--- config.mk ---
export PLATFORM = sky130hd
export DESIGN_NAME = sph_port_top
export DESIGN_NICKNAME = d
export VERILOG_FILES = /design/src/sph_pkg.sv /design/src/sph_sync_edge.sv /design/src/sph_port_top.sv
export SDC_FILE = /design/constraint.sdc
export NUM_CORES = 1
export LEC_CHECK = 0
export BUFFER_PORTS_ARGS = -buffer_cell sky130_fd_sc_hd__buf_2
export CORE_ASPECT_RATIO = 0.6
export CORE_MARGIN = 2
export CORE_UTILIZATION = 47
export DETAILED_ROUTE_END_ITERATION = 6
export PLACE_DENSITY = 0.73
export RECOVER_POWER = 100
export SLEW_MARGIN = 15
export SYNTH_ARGS = -nofsm -noshare
export SYNTH_HDL_FRONTEND = slang
export SYNTH_HIERARCHICAL = 1
export SYNTH_SLANG_ARGS = --single-unit
export TNS_END_PERCENT = 5
--- constraint.sdc ---
create_clock -name clock -period 1.8 [get_ports clock]
set_input_delay 0.36 -clock clock [delete_from_list [all_inputs] [get_ports clock]]
set_output_delay 0.36 -clock clock [all_outputs]
set_load 0.02 [all_outputs]
--- src/sph_pkg.sv ---
// sph_pkg: constants and types for the strobed port handshake block
package sph_pkg;

    // ****************************************************************
    // register map, byte addresses on the wishbone bus
    // ****************************************************************
    localparam logic [7:0] SPH_OFS_PORT_A    = 8'h00; // first port byte
    localparam logic [7:0] SPH_OFS_PORT_B    = 8'h04; // second port byte
    localparam logic [7:0] SPH_OFS_DIR_A     = 8'h08; // first_port_direction
    localparam logic [7:0] SPH_OFS_DIR_B     = 8'h0c; // second_port_direction
    localparam logic [7:0] SPH_OFS_MODE      = 8'h10; // port_mode_reg
    localparam logic [7:0] SPH_OFS_STATUS    = 8'h14; // handshake status
    localparam logic       SPH_BITOP_TAG     = 1'b1;  // adr[7] of bit ops

    // ****************************************************************
    // field positions
    // ****************************************************************
    localparam int SPH_MODE_M_POS   = 5;  // strobed mode select
    localparam int SPH_MODE_OUT_POS = 6;  // output direction
    localparam int SPH_MODE_TS_POS  = 7;  // float bus until acknowledge
    localparam int SPH_BIT_PORT_POS = 3;  // bit op index: port select
    localparam int SPH_BIT_SET_POS  = 4;  // bit op index: set when one
    localparam int SPH_FLAG_BIT     = 6;  // second_port_bit_six
    localparam int SPH_IE_BIT       = 7;  // second_port_bit_seven
    localparam int SPH_MSB_BIT      = 7;  // data_bus_msb

    // ****************************************************************
    // reset values
    // ****************************************************************
    localparam logic [7:0] SPH_RST_BYTE = 8'h00;
    localparam logic       SPH_RST_BIT  = 1'b0;

    // ****************************************************************
    // first port modes, gray coded
    // ****************************************************************
    typedef enum logic [1:0] {
        SPH_BASIC  = 2'b00,
        SPH_S_IN   = 2'b01,
        SPH_S_OUT  = 2'b11,
        SPH_S_TRI  = 2'b10
    } sph_mode_t;

endpackage : sph_pkg

--- src/sph_sync_edge.sv ---
// sph_sync_edge: two-stage synchroniser with edge detection
`timescale 1ns/1ps
`default_nettype none
module sph_sync_edge (
    input  wire logic clock,
    input  wire logic resetn,
    input  wire logic async_in,
    output logic      level,
    output logic      fell,
    output logic      rose
);
    logic meta;
    logic level_q;

    // two flops; only the second one is examined
    always_ff @(posedge clock or negedge resetn) begin
        if (!resetn) begin
            meta  <= 1'b1;
            level <= 1'b1;
        end else begin
            meta  <= async_in;
            level <= meta;
        end
    end

    // delayed copy of the clean level; the first flop is never looked at
    always_ff @(posedge clock or negedge resetn) begin
        if (!resetn) begin
            level_q <= 1'b1;
        end else begin
            level_q <= level;
        end
    end

    // one-cycle pulses on falling and rising edges of the clean level
    assign fell = level_q & ~level;
    assign rose = ~level_q & level;
endmodule // sph_sync_edge
`default_nettype wire

--- src/sph_port_top.sv ---
// sph_port_top: first-port strobed handshake with wishbone register slave
//
// Chosen here: the Wishbone interface to the registers and the placing of the registers.
`timescale 1ns/1ps
`default_nettype none
module sph_port_top
    import sph_pkg::*;
#(
    parameter int ADR_W = 8
) (
    input  wire logic             clock,
    input  wire logic             resetn,
    input  wire logic             wb_cyc_i,
    input  wire logic             wb_stb_i,
    input  wire logic             wb_we_i,
    input  wire logic [ADR_W-1:0] wb_adr_i,
    input  wire logic [3:0]       wb_sel_i,
    input  wire logic [31:0]      wb_dat_i,
    output logic      [31:0]      wb_dat_o,
    output logic                  wb_ack_o,
    input  wire logic [7:0]       pa_in,
    output logic      [7:0]       pa_out,
    output logic      [7:0]       pa_oe,
    input  wire logic [7:0]       pb_in,
    output logic      [7:0]       pb_out,
    output logic      [7:0]       pb_oe,
    output logic                  irq_request_out
);

    // ****************************************************************
    // state
    // ****************************************************************
    logic [7:0] pa_lat;       // first port output latch
    logic [7:0] pa_inlat;     // first port strobed input latch
    logic [7:0] pb_lat;       // second port output latch, bit6 flag bit7 ie
    logic [7:0] dir_a;        // first_port_direction
    logic [7:0] dir_b;        // second_port_direction
    logic [7:0] port_mode_reg;
    logic       irq_req;      // interrupt request latch
    logic       stb_level;
    logic       stb_fell;
    logic       stb_rose;
    sph_mode_t  mode;

    // ****************************************************************
    // strobe / acknowledge synchroniser on second-port bit 7
    // ****************************************************************
    sph_sync_edge u_stb (
        .clock    (clock),
        .resetn   (resetn),
        .async_in (pb_in[SPH_IE_BIT]),
        .level    (stb_level),
        .fell     (stb_fell),
        .rose     (stb_rose)
    );

    // ****************************************************************
    // mode decode
    // ****************************************************************
    always_comb begin
        if (!port_mode_reg[SPH_MODE_M_POS]) begin
            mode = SPH_BASIC;
        end else if (!port_mode_reg[SPH_MODE_OUT_POS]) begin
            mode = SPH_S_IN;
        end else if (port_mode_reg[SPH_MODE_TS_POS]) begin
            mode = SPH_S_TRI;
        end else begin
            mode = SPH_S_OUT;
        end
    end

    logic strobed;
    logic out_mode;
    assign strobed  = (mode != SPH_BASIC);
    assign out_mode = (mode == SPH_S_OUT) || (mode == SPH_S_TRI);

    // ****************************************************************
    // bus decode; an access takes effect at the edge ack is seen high
    // ****************************************************************
    logic       req;
    logic       acc;
    logic       wr;
    logic       rd;
    logic       is_bitop;
    logic [2:0] bit_idx;
    logic       bit_port_b;
    logic       bit_set;
    logic       lane0;

    assign req        = wb_cyc_i & wb_stb_i;
    assign acc        = req & wb_ack_o;
    assign lane0      = wb_sel_i[0];
    assign wr         = acc & wb_we_i;
    assign rd         = acc & ~wb_we_i;
    assign is_bitop   = (wb_adr_i[7] == SPH_BITOP_TAG); // clears reachable
    assign bit_idx    = wb_adr_i[4:2];
    assign bit_port_b = wb_adr_i[2+SPH_BIT_PORT_POS];
    assign bit_set    = wb_adr_i[2+SPH_BIT_SET_POS];

    logic wr_a_byte;
    logic rd_a_byte;
    logic wr_b_byte;
    logic mode_wr;
    logic bit_wr_b;
    assign wr_a_byte = wr & lane0 & (wb_adr_i == SPH_OFS_PORT_A);
    assign wr_b_byte = wr & lane0 & (wb_adr_i == SPH_OFS_PORT_B);
    assign rd_a_byte = rd & (wb_adr_i == SPH_OFS_PORT_A);
    assign mode_wr   = wr & lane0 & (wb_adr_i == SPH_OFS_MODE);
    assign bit_wr_b  = wr & is_bitop & bit_port_b;

    // ack one cycle after request, dropped the cycle after
    always_ff @(posedge clock or negedge resetn) begin
        if (!resetn) begin
            wb_ack_o <= 1'b0;
        end else begin
            wb_ack_o <= req & ~wb_ack_o;
        end
    end

    // ****************************************************************
    // read data mux
    // ****************************************************************
    logic [7:0] a_view;
    logic [7:0] b_view;
    logic [7:0] rd_byte;
    logic       sel_bit;

    always_comb begin
        a_view = (dir_a & pa_lat) | (~dir_a & pa_in);
        if (mode == SPH_S_IN) begin
            a_view = pa_inlat;
        end
        b_view  = (dir_b & pb_lat) | (~dir_b & pb_in);
        sel_bit = bit_port_b ? b_view[bit_idx] : a_view[bit_idx];
        if (bit_port_b && bit_idx == 3'(SPH_IE_BIT) && strobed) begin
            sel_bit = irq_req;
        end
        rd_byte = SPH_RST_BYTE;
        if (is_bitop) begin
            rd_byte[SPH_MSB_BIT] = sel_bit;
        end else begin
            case (wb_adr_i)
                SPH_OFS_PORT_A: rd_byte = a_view;
                SPH_OFS_PORT_B: rd_byte = b_view;
                SPH_OFS_DIR_A:  rd_byte = dir_a;
                SPH_OFS_DIR_B:  rd_byte = dir_b;
                SPH_OFS_MODE:   rd_byte = port_mode_reg;
                SPH_OFS_STATUS: rd_byte = {6'h00, irq_req, stb_level};
                default:        rd_byte = SPH_RST_BYTE;
            endcase
        end
    end

    // read data captured as ack rises, zero otherwise
    always_ff @(posedge clock or negedge resetn) begin
        if (!resetn) begin
            wb_dat_o <= 32'h00000000;
        end else if (req && !wb_ack_o && !wb_we_i) begin
            wb_dat_o <= {24'h000000, rd_byte};
        end else begin
            wb_dat_o <= 32'h00000000;
        end
    end

    // ****************************************************************
    // configuration registers
    // ****************************************************************
    always_ff @(posedge clock or negedge resetn) begin
        if (!resetn) begin
            dir_a         <= SPH_RST_BYTE;
            dir_b         <= SPH_RST_BYTE;
            port_mode_reg <= SPH_RST_BYTE;
        end else if (wr && lane0) begin
            if (wb_adr_i == SPH_OFS_DIR_A) begin
                dir_a <= wb_dat_i[7:0];
            end
            if (wb_adr_i == SPH_OFS_DIR_B) begin
                dir_b <= wb_dat_i[7:0];
            end
            if (wb_adr_i == SPH_OFS_MODE) begin
                port_mode_reg <= wb_dat_i[7:0];
            end
        end
    end

    // ****************************************************************
    // first port latches
    // ****************************************************************
    always_ff @(posedge clock or negedge resetn) begin
        if (!resetn) begin
            pa_lat <= SPH_RST_BYTE;
        end else if (wr_a_byte) begin
            pa_lat <= wb_dat_i[7:0];
        end else if (wr && is_bitop && !bit_port_b) begin
            pa_lat[bit_idx] <= bit_set;
        end
    end

    // strobe trailing edge loads pins, later strobes overwrite
    always_ff @(posedge clock or negedge resetn) begin
        if (!resetn) begin
            pa_inlat <= SPH_RST_BYTE;
        end else if (mode == SPH_S_IN && stb_rose) begin
            pa_inlat <= pa_in;
        end
    end

    // ****************************************************************
    // second port latch with handshake flag (bit 6) and enable (bit 7)
    // ****************************************************************
    logic [7:0] next_pb_lat;
    logic [7:0] keep_mask;

    always_comb begin
        next_pb_lat = pb_lat;
        keep_mask   = strobed ? 8'hc0 : 8'h00;
        if (wr_b_byte) begin
            // masked handshake bits survive byte writes
            next_pb_lat = (wb_dat_i[7:0] & ~keep_mask)
                        | (pb_lat & keep_mask);
        end
        if (bit_wr_b) begin
            next_pb_lat[bit_idx] = bit_set;
        end
        if (mode_wr) begin
            if (wb_dat_i[SPH_MODE_M_POS] && !wb_dat_i[SPH_MODE_OUT_POS]) begin
                next_pb_lat[SPH_FLAG_BIT] = 1'b0;
            end
            if (wb_dat_i[SPH_MODE_M_POS] && wb_dat_i[SPH_MODE_OUT_POS]) begin
                next_pb_lat[SPH_FLAG_BIT] = 1'b1;
            end
        end
        if (mode == SPH_S_IN) begin
            if (rd_a_byte) begin
                next_pb_lat[SPH_FLAG_BIT] = 1'b0;
            end
            if (stb_fell) begin
                next_pb_lat[SPH_FLAG_BIT] = 1'b1;
            end
        end
        if (out_mode) begin
            if (wr_a_byte) begin
                next_pb_lat[SPH_FLAG_BIT] = 1'b0;
            end
            if (stb_fell) begin
                next_pb_lat[SPH_FLAG_BIT] = 1'b1;
            end
        end
    end

    always_ff @(posedge clock or negedge resetn) begin
        if (!resetn) begin
            pb_lat <= SPH_RST_BYTE;
        end else begin
            pb_lat <= next_pb_lat;
        end
    end

    // ****************************************************************
    // interrupt request latch; hardware set wins over clear
    // ****************************************************************
    always_ff @(posedge clock or negedge resetn) begin
        if (!resetn) begin
            irq_req <= SPH_RST_BIT;
        end else if (mode == SPH_S_IN && stb_rose) begin
            irq_req <= 1'b1;
        end else if (out_mode && stb_rose) begin
            irq_req <= 1'b1;
        end else if (mode_wr && wb_dat_i[SPH_MODE_M_POS]) begin
            // output modes start requesting only when enabled
            irq_req <= wb_dat_i[SPH_MODE_OUT_POS]
                     & pb_lat[SPH_IE_BIT];
        end else if (mode == SPH_S_IN && rd_a_byte) begin
            irq_req <= 1'b0;
        end else if (out_mode && wr_a_byte) begin
            irq_req <= 1'b0;
        end else if (!strobed) begin
            irq_req <= 1'b0;
        end
    end

    // ****************************************************************
    // registered pin and interrupt outputs
    // ****************************************************************
    always_ff @(posedge clock or negedge resetn) begin
        if (!resetn) begin
            pa_out          <= SPH_RST_BYTE;
            pa_oe           <= SPH_RST_BYTE;
            pb_out          <= SPH_RST_BYTE;
            pb_oe           <= SPH_RST_BYTE;
            irq_request_out <= SPH_RST_BIT;
        end else begin
            pa_out <= pa_lat;
            if (mode == SPH_S_TRI) begin
                pa_oe <= stb_level ? 8'h00 : dir_a;
            end else begin
                pa_oe <= dir_a;
            end
            pb_out          <= pb_lat;
            pb_oe           <= dir_b;
            irq_request_out <= pb_lat[SPH_IE_BIT] & irq_req;
        end
    end

endmodule // sph_port_top
`default_nettype wire

### After elaboration in Yosys (flattened, before gate mapping)

Cells that the tools add are included.

* $add $sub $neg: 0
* multipliers: 0
* div/mod/pow operators: 0
* magnitude comparators: 2
* equality and inequality tests: 10
* shift-type cells: 0
* mux-type cells: 40
* bitwise logic cells: 32
* reduce and logical (&&, ||, !) cells: 26

Operators by type and width (number)
* $mux 8: 9
* $and 8x8->8: 6
* $pmux 8 s6: 1
* $not 8->8: 3
* $or 8x8->8: 3
* $mux 1: 22
* $and 1x1->1: 16
* $bwmux 8: 2
* $eq 8x4->1 const B: 2
* $eq 8x5->1 const B: 2
* $logic_and 1x1->1: 15
* $eq 8x3->1 const B: 1
* $logic_not 8->1: 1
* $mux 7: 1
* $bmux 1 s3: 2
* $ne 6x1->1 const B: 1
* $reduce_and 2->1: 3
* $eq 2x2->1 const B: 2
* $logic_not 1->1: 4
* $lt 3x4->1 const B: 1
* $mux 2: 2
* $not 1->1: 4
* $reduce_bool 2->1: 2
* $demux 1 s3: 1
* other kinds (4): 4

* register bits: 118
* latch bits: 0
* bits in writable memories: 0
* bits in read-only memories: 0
* input bits: 65
* output and inout port bits: 66
* word-level logic and storage cells: 127
* memories kept: 0

### Longest topological paths before layout

* word-level depth: 20
* mapped depth: 8
* mapped depth without buffers: 5

### By module

Netlist, hierarchy kept.

By module, submodules not included
* sph_port_top: instances 1, cells an instance 417, area an instance 4521.8 µm²
* sph_sync_edge: instances 1, cells an instance 5, area an instance 93.8 µm²

### Worst setup path before layout

OpenSTA, ideal clock, no wires.

* kind: input-to-reg
* start point: in wb_adr_i[2]
* end point: reg port_mode_reg[0]
* library setup time: 0.125 ns
* arrival time: 1.977 ns
* slack: -0.302 ns
* cell stages on the path: 4
* cells stage by stage: buf_2 > or4b_1 > nor4_4 > mux2_2

* longest elaborated chain between the ends: 2

Ends and longest elaborated chain
* from (decl): RTL line sph_port_top.sv:16 `input wire logic [ADR_W-1:0] wb_adr_i,`
* $eq 8x5->1: RTL line sph_port_top.sv:180 `if (wb_adr_i == SPH_OFS_MODE) begin`
* $reduce_and 2->1 (no line)
* to (signal assigned): RTL line sph_port_top.sv:181 `port_mode_reg <= wb_dat_i[7:0];`
* to (decl): RTL line sph_port_top.sv:38 `logic [7:0] port_mode_reg;`

No other way between the ends.
A chain may end at the register's enable or synchronous reset.

### Worst setup path after layout

* start point: in wb_adr_i[1]
* end point: reg port_mode_reg[7]

Same word-level chain as after synthesis.

==> key figures <==
Min path
  • WHS Path Cells: 1
  • Worst Hold Class: in2reg

Worst setup path
  • WP depth: 5
  • Flop2flop setup slack: 20 ps
  • CP Max Fanout: 8
  • CP startpoint kind: primary input
  • Critical path's slowest cell: or4_4
  • Crit path buf inv count: 2
  • Crit Path Class: in2reg
  • CP arrival: 2020 ps
  • Cell family with most CP delay: simple AND/OR/NAND/NOR gates
  • Critical Path RT: 2030 ps
  • Crit path largest cell delay: about 580 ps
  • Worst reg2reg path depth: 6
  • Crit end category: flip-flop
  • Worst path cell trace: buf_2, or4_4, nor4_1, buf_4, mux2_2

STA
  • Clk_skew: 4.60 ps
  • Tcrit/Tclk final: 0.993
  • Max_slew headroom: 0.556
  • RSZ-0062 raised after global routing: yes
  • Final hold vios: 0
  • Hold WS: around 110 ps
  • Least-Margin Pin Slew: 666 ps
  • Max-slew violation count: 0
  • Shortest period the worst path allows: 1790 ps
  • Final setup viols: 0
  • Fmax: 560 MHz

Global route
  • Pin count of the biggest net entering global routing: 39
  • Gr usage total: 0.268
  • Initial antenna violation count: 0
  • Overflow after GRT: 0
  • First-pass GRT wire length: 21.1 mm
  • Vias in the first global route: 3724

Clock tree
  • CTS HTree Levels: 3
  • CTS tree: done
  • Root Buffer: clkbuf_16
  • CTS Buf Count: 9
  • Insertion delay to the later sink of the worst-skew pair: 350 ps
  • Setup Buffers After CTS: 0
  • CTS clk-pin slew, worst paths: 70 ps
  • Maximum root-to-sink buffer count: 2
  • Sink Count: 94

Placement
  • IO buf count: 79
  • HPWL Detailed: 10.4 mm
  • Routability cong.: 0.968

Die
  • Initial Utilization: 0.493
  • Die Ht: around 81 µm
  • Area of the core: 9360 µm²
  • Number of I/O pins: 131
  • Row Count: 27
  • Die footprint: around 11000 µm²
  • Die extent in x: 132 µm

Yosys
  • Synth top area share: 0.493
  • Post-synth top area cell: dfrtp_1
  • Cell count after synthesis: 422
  • Synth Register Bits: 94
  • Cell Area, Synth: 4620 µm²
  • Ys async rst share: 1.00
  • Post-synth EDFFs: 0
  • Avg Synthesized Cell Area: 10.9 µm²
  • Predominant post-synthesis flop cell: dfrtp_1
  • Seq/Total Area, Yosys: 0.510
  • Synth Warn #: 6
  • Top post-synthesis cells by area: dfrtp_1 49%, mux2_2 12%, mux2i_1 4.1%
  • Distinct cell type count after synthesis: 51

Detailed routing
  • Total Routed Length: 13.7 mm
  • Initial DRC Count: approximately 340
  • Total number of vias: 3862
  • Drt wl/cell: between 15 and 20 µm
  • Drt drc: 0
  • Final ANT Viol Nets: 0
  • Vias per cell: 5.52
  • DR pass1 iterations: 5

Status
  • Status: finished, final reports clean

Layout
  • # diodes: 0
  • Most frequent cells in the layout: 90 x dfrtp_1, 56 x buf_4, 53 x clkbuf_1
  • Sequential Area: 2360 µm²
  • Area grow syn2layout: 25.2%
  • Finished Core Util: 0.618
  • Layout cells sized above 1: 0.321
  • Final net count: 630
  • Area occupied by multi-input gates: 2090 µm²
  • # fillers: 804
  • Most common cell after layout, fill and taps aside: dfrtp_1

Run
  • Maxcap violations: 0

Pwr
  • Worst VDD drop: 0.000618 V
  • Power Dens Cells: 767 nW/µm²
  • P_leak: 2.72 nW
## kinds of logic (layout without fill, tap and decap cells)
| logic type | Yosys count | count (layout) | synth area share |
|---|---|---|---|
| AND/OR/NAND/NOR | 137 | 137 | 0.160 |
| flip-flops | 94 | 94 | 0.510 |
| AO/OA/AOI/OAI | 75 | 75 | 0.105 |
| multiplexers | 69 | 69 | 0.163 |
| buffers and inverters | 46 | 171 | 0.0607 |
| other | 1 | 24 | 0.000812 |
## per-stage QoR
stage	setup WS, ps	TNS, ps	power [mW]	instances	instance area [µm²]
finish	13.0	0	4.43	700	5780
global route	-53.5	-375	4.61	700	5780
CTS	2.37	0	4.48	700	5900
detailed placement	-344	-7280	2.66	683	5570
global placement	-317	-6640	2.65	683	5570
floorplan	-274	-3180	2.46	445	4710
## Yosys cell counts, drive strengths merged, types with 2 or more instances
| library cell | number |
|---|---|
| nand4 | 8 |
| o32ai | 3 |
| o211ai | 3 |
| nand2b | 9 |
| buf | 30 |
| clkbuf | 16 |
| nor2b | 9 |
| mux2 | 50 |
| dfrtp | 91 |
| and4 | 3 |
| o22ai | 4 |
| nor2 | 16 |
| nor4bb | 2 |
| dfstp | 3 |
| or3 | 2 |
| a211oi | 4 |
| o21ai | 25 |
| nand3 | 7 |
| a22oi | 4 |
| nor3 | 11 |
| and3 | 4 |
| and2 | 11 |
| nand2 | 44 |
| a2111oi | 2 |
| mux2i | 19 |
| a22o | 4 |
| a21oi | 14 |
| o2111ai | 4 |
| nor4 | 4 |
## worst register-to-register path, stage by stage (launching register included)
cell and delay [ps]:
dfrtp_1 370, nand2b_1 160, buf_4 170, mux2_2 260
o32ai_2 100, a211o_1 350, nor4_4 260
## path summary, 6_finish.rpt
path                                              start                           end
max in group asynchronous                        resetn         pa_lat[1]$_DFFE_PN0P_
min in group asynchronous                        resetn       pa_inlat[4]$_DFFE_PN0P_
max reg2reg                port_mode_reg[6]$_DFFE_PN0N_         wb_dat_o[7]$_DFF_PN0_
max                                         wb_adr_i[1]  port_mode_reg[7]$_DFFE_PN0N_
min                                            pb_in[7]          u_stb/meta$_DFF_PN1_
min reg2reg                        u_stb/meta$_DFF_PN1_         u_stb/level$_DFF_PN1_
## routing by layer
| metal | share of wire | GRT usage | vias to the layer above | routed length, µm |
|---|---|---|---|---|
| li1 | - | - | 1761 | - |
| met1 | 0.47 | 0.373 | 1897 | 6400 |
| met2 | 0.43 | 0.410 | 185 | 5850 |
| met3 | 0.090 | 0.0824 | 19 | 1240 |
| met4 | 0.015 | 0.0728 | 0 | 206 |
| met5 | 0 | 0 | - | 0 |
## cell type report
type,instances,area share
multi-input cells,305,0.362
clock buffers,10,0.0396
well taps,130,0.0281
flip-flops and latches,94,0.408
repair buffers,155,0.153
clock inverters,6,0.00996
## power breakdown
group	switching [mW]	internal (mW)	leakage [nW]
registers	0.0241	2.15	1.27
logic	0.290	0.163	1.32
clock network	0.850	0.958	0.132
total	1.16	3.27	2.72
## repair_timing
| item | in CTS | in global routing |
|---|---|---|
| pin swaps | 1 | 2 |
| endpoints found under the setup margin | 1 | 15 |
| hold buffers | 1 | 0 |
| gates resized for setup | 4 | 5 |
| hold endpoints to repair | 24 | 0 |
(Power assumes the default switching activity.)
